$ cat config.mk
export PLATFORM = sky130hd
export DESIGN_NAME = pib_config_regs
export DESIGN_NICKNAME = d
export VERILOG_FILES = /design/src/pib_isa_timing.v /design/src/pib_config_regs.v
export VERILOG_INCLUDE_DIRS = /design/src /design/src/common
export SDC_FILE = /design/constraint.sdc
export NUM_CORES = 1
export LEC_CHECK = 0
export BUFFER_PORTS_ARGS = -buffer_cell sky130_fd_sc_hd__buf_2
export CORE_MARGIN = 4
export CORE_UTILIZATION = 40
export DETAILED_ROUTE_END_ITERATION = 7
export GPL_TIMING_DRIVEN = 1
export PLACE_DENSITY_LB_ADDON = 0.12
export SETUP_SLACK_MARGIN = 0.05
export SKIP_LAST_GASP = 1
export SYNTH_ARGS = -nofsm -noshare
export SYNTH_HDL_FRONTEND = slang
export SYNTH_SLANG_ARGS = --single-unit
export TNS_END_PERCENT = 20
$ cat constraint.sdc
create_clock -name clk_sys -period 4.1 [get_ports clk_sys]
set_clock_uncertainty 0.05 [all_clocks]
set_input_delay 0.205 -clock clk_sys [delete_from_list [all_inputs] [get_ports clk_sys]]
set_output_delay 0.205 -clock clk_sys [all_outputs]
set_load 0.02 [all_outputs]
$ cat src/common/pib_consts.vh
`ifndef PIB_CONSTS_VH
`define PIB_CONSTS_VH
// Configuration offsets
`define PIB_OFS_FC2        8'h41
`define PIB_OFS_FC3        8'h42
`define PIB_OFS_FC4        8'h43
`define PIB_OFS_RSTCTL     8'h44
`define PIB_OFS_ISACLK     8'h50
`define PIB_OFS_IOREC      8'h51
`define PIB_OFS_ROMCTL     8'h52
`define PIB_OFS_DECCTL2    8'h5B
// Reset values
`define PIB_RST_FC2        8'h10
`define PIB_RST_FC3        8'h28
`define PIB_RST_FC4        8'h46
`define PIB_RST_ISACLK     8'h43
`define PIB_RST_IOREC      8'h43
`define PIB_RST_ROMCTL     8'h04
`define PIB_RST_DECCTL2    8'h00
// Field positions
`define PIB_BIT_PERR_SERR  5
`define PIB_BIT_WBUF       4
`define PIB_BIT_SUBD_HI    2
`define PIB_BIT_SUBD_LO    1
`define PIB_BIT_DELAYED    5
`define PIB_BIT_NOARB      3
`define PIB_BIT_RETRY      1
`define PIB_BIT_WARM       0
`define PIB_BIT_ROMCLAIM   5
// Writable masks: reserved bits forced to zero
`define PIB_MASK_FC4       8'h7F
`define PIB_MASK_DECCTL2   8'hBF
// Subtractive sample points, clocks after frame start
`define PIB_SAMPLE_DEFAULT 3'h4
`define PIB_SAMPLE_EARLY   3'h3
// ISA divisor codes
`define PIB_DIV3           3'h2
`define PIB_DIV4           3'h3
// Warm start pulse length in clocks
`define PIB_WARM_CYCLES    4'hF
`endif

$ cat src/pib_isa_timing.v
`timescale 1ns/100ps
`include "pib_consts.vh"
module pib_isa_timing (
    input  wire       clk_sys,
    input  wire       rstSync_n,
    input  wire [2:0] clkDivCode,
    input  wire [3:0] rec8,
    input  wire [3:0] rec16,
    input  wire       ioDone,
    input  wire       ioIs16,
    output reg        isaClk,
    output reg        ioHold
);
    reg [1:0] divCnt;   // PCI clock count within ISA period
    reg [4:0] recCnt;   // Recovery clocks left
    wire [1:0] divLast; // Last count of the period
    // Divide by four for code 011, three otherwise; bad codes are the
    // software's fault, this only keeps the clock alive
    assign divLast = (clkDivCode == `PIB_DIV4) ? 2'h3 : 2'h2;

    // ISA clock divider, high for the first two clocks of four, or the first clock of three
    always @(posedge clk_sys or negedge rstSync_n) begin
        if (!rstSync_n) begin
            divCnt <= 2'h0;
            isaClk <= 1'b0;
        end else begin
            divCnt <= (divCnt >= divLast) ? 2'h0 : divCnt + 2'h1;
            isaClk <= (divCnt < 2'h1) || (divLast == 2'h3 && divCnt == 2'h1);
        end
    end

    // Recovery: code plus one, plus the built-in clock
    always @(posedge clk_sys or negedge rstSync_n) begin
        if (!rstSync_n) begin
            recCnt <= 5'h0;
            ioHold <= 1'b0;
        end else if (ioDone) begin
            // Load on cycle end; hold covers the whole gap
            recCnt <= ioIs16 ? {1'b0, rec16} + 5'h1
                             : {1'b0, rec8} + 5'h1;
            ioHold <= 1'b1;
        end else if (recCnt != 5'h0) begin
            recCnt <= recCnt - 5'h1;
            ioHold <= 1'b1;
        end else begin
            ioHold <= 1'b0;
        end
    end
endmodule

$ cat src/pib_config_regs.v
`timescale 1ns/100ps
`include "pib_consts.vh"
module pib_config_regs (
    input  wire       clk_sys,
    input  wire       rst_n,
    input  wire       cfgWrite,
    input  wire       cfgRead,
    input  wire [7:0] cfgAddr,
    input  wire [7:0] cfgWdata,
    output reg  [7:0] cfgRdata,
    input  wire       frameStart_n,
    input  wire       devselSeen_n,
    input  wire       romHit,
    input  wire       perrSeen_n,
    input  wire       perrDriven,
    input  wire       bufFull,
    input  wire       ioDone,
    input  wire       ioIs16,
    output reg        serrOut_n,
    output reg        serrOe,
    output reg        subClaim,
    output reg        romClaim,
    output reg        wbufEn,
    output reg        delayedEn,
    output reg        noArbBuf,
    output reg        retryReq,
    output reg        warmReset,
    output reg        isaClk,
    output reg        ioHold
);
    reg [1:0] rstSync;          // Reset release synchroniser
    wire      rstSync_n;        // Synchronised reset
    reg [7:0] fc2;              // Function control two
    reg [7:0] fc3;              // Function control three
    reg [7:0] fc4;              // Function control four
    reg [7:0] isaDiv;           // ISA clock divider
    reg [7:0] ioRec;            // I/O recovery counts
    reg [7:0] romCtl;           // ROM control
    reg [7:0] decCtl2;          // Decode control two
    reg [1:0] frameMeta;        // Pin synchronisers
    reg [1:0] devMeta;
    reg [1:0] perrMeta;
    reg       frameS_n;         // Second stages
    reg       devS_n;
    reg       perrS_n;
    reg       frameLast_n;      // Edge detect on synced frame
    reg [2:0] frameClk;         // Clocks since frame start
    reg       tracking;         // Frame being watched
    reg       devClaimed;       // Another agent or the ROM claim answered
    reg [3:0] warmCnt;          // Warm reset pulse length
    wire      isaClkInt;
    wire      ioHoldInt;
    wire [2:0] samplePoint;

    // Reset asserts at once and releases after two edges
    always @(posedge clk_sys or negedge rst_n) begin
        if (!rst_n)
            rstSync <= 2'b00;
        else
            rstSync <= {rstSync[0], 1'b1};
    end
    assign rstSync_n = rstSync[1];

    // Two-flop synchronisers for bus pins; only stage two is read
    always @(posedge clk_sys or negedge rstSync_n) begin
        if (!rstSync_n) begin
            frameMeta <= 2'b11;
            devMeta   <= 2'b11;
            perrMeta  <= 2'b11;
        end else begin
            frameMeta <= {frameMeta[0], frameStart_n};
            devMeta   <= {devMeta[0], devselSeen_n};
            perrMeta  <= {perrMeta[0], perrSeen_n};
        end
    end
    always @* begin
        frameS_n = frameMeta[1];
        devS_n   = devMeta[1];
        perrS_n  = perrMeta[1];
    end

    // Configuration writes; reserved bits are masked to zero
    always @(posedge clk_sys or negedge rstSync_n) begin
        if (!rstSync_n) begin
            fc2     <= `PIB_RST_FC2;
            fc3     <= `PIB_RST_FC3;
            fc4     <= `PIB_RST_FC4;
            isaDiv  <= `PIB_RST_ISACLK;
            ioRec   <= `PIB_RST_IOREC;
            romCtl  <= `PIB_RST_ROMCTL;
            decCtl2 <= `PIB_RST_DECCTL2;
        end else if (cfgWrite) begin
            case (cfgAddr)
                `PIB_OFS_FC2:     fc2     <= cfgWdata;
                `PIB_OFS_FC3:     fc3     <= cfgWdata;
                `PIB_OFS_FC4:     fc4     <= cfgWdata & `PIB_MASK_FC4;
                `PIB_OFS_ISACLK:  isaDiv  <= cfgWdata;
                `PIB_OFS_IOREC:   ioRec   <= cfgWdata;
                `PIB_OFS_ROMCTL:  romCtl  <= cfgWdata;
                `PIB_OFS_DECCTL2: decCtl2 <= cfgWdata & `PIB_MASK_DECCTL2;
                default: ;
            endcase
        end
    end

    // Read mux, registered; reset control is write-only so reads zero
    always @(posedge clk_sys or negedge rstSync_n) begin
        if (!rstSync_n)
            cfgRdata <= 8'h00;
        else if (cfgRead) begin
            case (cfgAddr)
                `PIB_OFS_FC2:     cfgRdata <= fc2;
                `PIB_OFS_FC3:     cfgRdata <= fc3;
                `PIB_OFS_FC4:     cfgRdata <= fc4;
                `PIB_OFS_ISACLK:  cfgRdata <= isaDiv;
                `PIB_OFS_IOREC:   cfgRdata <= ioRec;
                `PIB_OFS_ROMCTL:  cfgRdata <= romCtl;
                `PIB_OFS_DECCTL2: cfgRdata <= decCtl2;
                default:          cfgRdata <= 8'h00;
            endcase
        end
    end

    // Warm start: a write of one fires a fixed-length reset pulse
    always @(posedge clk_sys or negedge rstSync_n) begin
        if (!rstSync_n) begin
            warmCnt   <= 4'h0;
            warmReset <= 1'b0;
        end else begin
            if (cfgWrite && cfgAddr == `PIB_OFS_RSTCTL
                && cfgWdata[`PIB_BIT_WARM])
                warmCnt <= `PIB_WARM_CYCLES;
            else if (warmCnt != 4'h0)
                warmCnt <= warmCnt - 4'h1;
            warmReset <= (warmCnt != 4'h0);
        end
    end

    // Mode outputs registered from config bits; retry, ROM claim and SERR enable also gated by inputs
    always @(posedge clk_sys or negedge rstSync_n) begin
        if (!rstSync_n) begin
            wbufEn    <= 1'b0;
            delayedEn <= 1'b0;
            noArbBuf  <= 1'b0;
            retryReq  <= 1'b0;
            romClaim  <= 1'b0;
            serrOut_n <= 1'b1;
            serrOe    <= 1'b0;
        end else begin
            wbufEn    <= fc2[`PIB_BIT_WBUF];
            delayedEn <= fc3[`PIB_BIT_DELAYED];
            noArbBuf  <= fc3[`PIB_BIT_NOARB];
            // Retry is meaningless without delayed transactions
            retryReq  <= bufFull && fc4[`PIB_BIT_RETRY]
                         && fc3[`PIB_BIT_DELAYED];
            romClaim  <= romHit && decCtl2[`PIB_BIT_ROMCLAIM];
            // SERR is open drain: only ever pulled low
            serrOe    <= fc2[`PIB_BIT_PERR_SERR]
                         && (perrDriven || !perrS_n);
            serrOut_n <= 1'b0;
        end
    end

    // Sample point; code 1x keeps the tracker idle
    assign samplePoint = fc2[`PIB_BIT_SUBD_LO] ? `PIB_SAMPLE_EARLY
                                               : `PIB_SAMPLE_DEFAULT;

    // Subtractive claim tracker; synchroniser delay shifts the count,
    // so this is a decision strobe, not a bus-accurate DEVSEL
    always @(posedge clk_sys or negedge rstSync_n) begin
        if (!rstSync_n) begin
            frameLast_n <= 1'b1;
            frameClk    <= 3'h0;
            tracking    <= 1'b0;
            devClaimed  <= 1'b0;
            subClaim    <= 1'b0;
        end else begin
            frameLast_n <= frameS_n;
            subClaim    <= 1'b0;
            if (frameLast_n && !frameS_n
                && !fc2[`PIB_BIT_SUBD_HI]) begin
                tracking   <= 1'b1;
                frameClk   <= 3'h1;
                devClaimed <= !devS_n || romClaim;
            end else if (tracking) begin
                frameClk   <= frameClk + 3'h1;
                devClaimed <= devClaimed || !devS_n;
                if (frameClk == samplePoint) begin
                    tracking <= 1'b0;
                    subClaim <= !(devClaimed || !devS_n);
                end
            end
        end
    end

    // ISA clock and recovery spacing
    pib_isa_timing timing (
        .clk_sys    (clk_sys),
        .rstSync_n  (rstSync_n),
        .clkDivCode (isaDiv[2:0]),
        .rec8       (ioRec[7:4]),
        .rec16      (ioRec[3:0]),
        .ioDone     (ioDone),
        .ioIs16     (ioIs16),
        .isaClk     (isaClkInt),
        .ioHold     (ioHoldInt)
    );

    // Re-register so top outputs come from flops here
    always @(posedge clk_sys or negedge rstSync_n) begin
        if (!rstSync_n) begin
            isaClk <= 1'b0;
            ioHold <= 1'b0;
        end else begin
            isaClk <= isaClkInt;
            ioHold <= ioHoldInt;
        end
    end
endmodule

==> reports/qor.csv <==
metric,value,unit
placed insts,532,
CP Launch Point,cfgAddr[4],
R2R setup slack,2.19,ns
placed wire-length estimate,6980,um
leading area contributor after synthesis,dfrtp_1,
Main synth FF type,dfrtp_1,
FILL cells,1013,
R2R Path Start,timing.recCnt[0],
WP data required,4.30,ns
Worst-Skew Late Latency,0.37,ns
antenna cells,0,
clock buffer depth,2,
Via density,5.21,
worst min-delay path startpoint,perrDriven,
critical path class,input port to flip-flop,
total power,2.34,mW
DRT iter0 DRCs,172,
share of cells above drive strength 1,35.8,%
r2r endpoint,timing.recCnt[1],
Final Setup Violations,0,
top cell type's share of synthesized area,44.3,%
# H-tree levels,3,
routed wire length,9690,um
core area,10900,um2
"Seq/Total Area, Yosys",56.7,%
post_cts resized,0,
register area,2530,um2
ys async rst share,100,%
Finished Layout Cells,553,
I/O pins,47,
WL/cell,17.5,um
CP endpoint,decCtl2[5],
Final period util,49.2,%
cts bufs inserted,9,
worst-path fanout max,19,
Mapped Nets,393,
Synth area leaders,"dfrtp_1 (44%), dfstp_2 (12%), mux2_2 (11%)",
FMAX,496,MHz
GR Util All Layers,15.8,%
outcome,"finished, final reports clean",
vias in the first global route,2949,
HP Class,input port to flip-flop,
synth warn,0,
area of the multi-input gates,1800,um2
CP arrival,2.21,ns
effective utilization at floorplan,41.0,%
CTS Sinks,100,
slew of the pin with the lowest slew margin,0.839,ns
die area,12900,um2
CTS root buf,clkbuf_8,
Gate Count Post-Synth,358,
design area,5100,um2
distinct cell type count after synthesis,52,
vias,2883,
IO Port Bufs,46,
#FFs+latches synth,100,
gpl congestion,0.773,
clock-pin slew on the worst setup and hold paths,0.09,ns
overall die height,114,um
Fin. Hold Viols,0,
max-cap violation count,0,
tightest slew margin relative to the limit,44.0,%
Worst setup SP type,input port,
Area Overhead vs Synth,14.2,%
"Net count, final",443,
synthesized area,4460,um2
DIE WIDTH,114,um
Critical Path End Type,flip-flop,
largest net degree at the start of global routing,66,
total grt overflow,0,
r2r worst-path depth,7,
Max IR drop VDD,265,uV
CTS tree,done,
Mean Syn Cell Area,12.5,um2
number of enable flip-flop cells after synthesis,0,
Rows,38,
Routed Antenna Nets,0,
leakage,2.41,nW
"most common cell after layout, fill and taps aside",dfrtp_1,
Final Slew Violations,0,
"commonest cells after routing, fill and taps aside","dfrtp_1 (78), buf_2 (46), mux2_2 (45)",
first-pass GRT wire length,15900,um
RSZ-0062 raised after global routing,no,
fin crit period,2.02,ns
Post-Place Cell Area,4810,um2
Pwr Density,459,nW/um2
Detailed Routing Iterations Pass 1,4,
setup TNS,0,ns
initial antenna violation count,0,
Post-route DRC,0,
==> worst max-delay path, cell delays in order <==
cell and delay, ns:
buf_2 0.35, nor2b_1 0.42, nand2_1 0.10, nor2_1 0.27, and3_1 0.47, mux2_2 0.39
==> through the flow <==
| step | hold slack (ns) | utilization, % | worst slack (ns) |
|---|---|---|---|
| final | 0.0315 | 46.8 | 2.08 |
| after global routing | 0.0111 | 46.8 | 2.03 |
| after CTS | 0.0122 | 46.8 | 2.12 |
| after detailed placement | -0.0554 | 44.2 | 1.73 |
| after global placement | -0.0600 | 44.2 | 1.73 |
| after floorplan | -0.141 | - | 1.09 |
==> layer usage <==
layer | vias to the layer above | global-route usage, % | wire length (um)
met5 | - | 0 | 0
met4 | 0 | 4.65 | 118
met3 | 11 | 3.77 | 304
met2 | 43 | 24.6 | 4530
met1 | 1455 | 22.0 | 4740
li1 | 1374 | - | -
==> logic make-up (layout without fill, tap and decap cells) <==
| family | Yosys count | after routing | share of synthesized area, % |
|---|---|---|---|
| flops | 100 | 100 | 56.7 |
| compound gates | 54 | 54 | 7.93 |
| mux | 68 | 68 | 17.5 |
| other cells | 2 | 2 | 0.168 |
| fa+ha+maj | 7 | 7 | 1.96 |
| buf+inv | 30 | 85 | 3.00 |
| simple gates | 88 | 88 | 11.0 |
| xor+xnor | 9 | 9 | 1.77 |
==> flip-flops by register name (all words and copies together), names as in the netlist, 2 cells and up <==
signal,count
isaDiv,8
fc3,8
romCtl,8
perrMeta,2
devMeta,2
rstSync,2
fc4,7
ioRec,8
timing.divCnt,2
decCtl2,7
fc2,8
timing.recCnt,5
frameMeta,2
warmCnt,4
cfgRdata,8
frameClk,3
==> repair_timing <==
action	CTS	global route
hold buffers	5	0
endpoints found under the hold margin	6	0
setup buffers	0	0
==> report_power, final <==
part           switching (mW)  total (mW)  internal (mW)
Combinational           0.207       0.387          0.180
Clock                   0.337       0.744          0.407
Sequential             0.0958        1.21           1.11
==> how the worst min path moves through the flow <==
stage | endpoint | slack (ns) | cells after the start
floorplan | rstSync[0] | -0.14 | 0
global placement | rstSync[0] | -0.06 | 1
detailed placement | rstSync[0] | -0.06 | 1
CTS | serrOe | 0.01 | 3
global route | serrOe | 0.01 | 3
finish | serrOe | 0.03 | 3
==> synth_stat cells, types with 6 or more instances <==
cell	number
a21oi_1	8
nand2_1	25
or3_1	7
inv_1	17
dfrtp_1	79
mux2_4	8
dfstp_2	21
a211oi_1	6
mux2i_1	10
o21ai_0	7
nor2_1	18
and3_1	7
o22ai_1	14
mux2_2	45
ha_1	7
==> final cells by class <==
type	instances	share of cell area (%)
Clock buffer	10	2.50
Clock inverter	6	2.18
Inverter	17	1.25
Multi-Input combinational cell	228	35.3
Sequential cell	100	49.7
Tap cell	140	3.44
Timing Repair Buffer	52	5.64
Power figures use the tool's default switching activity.
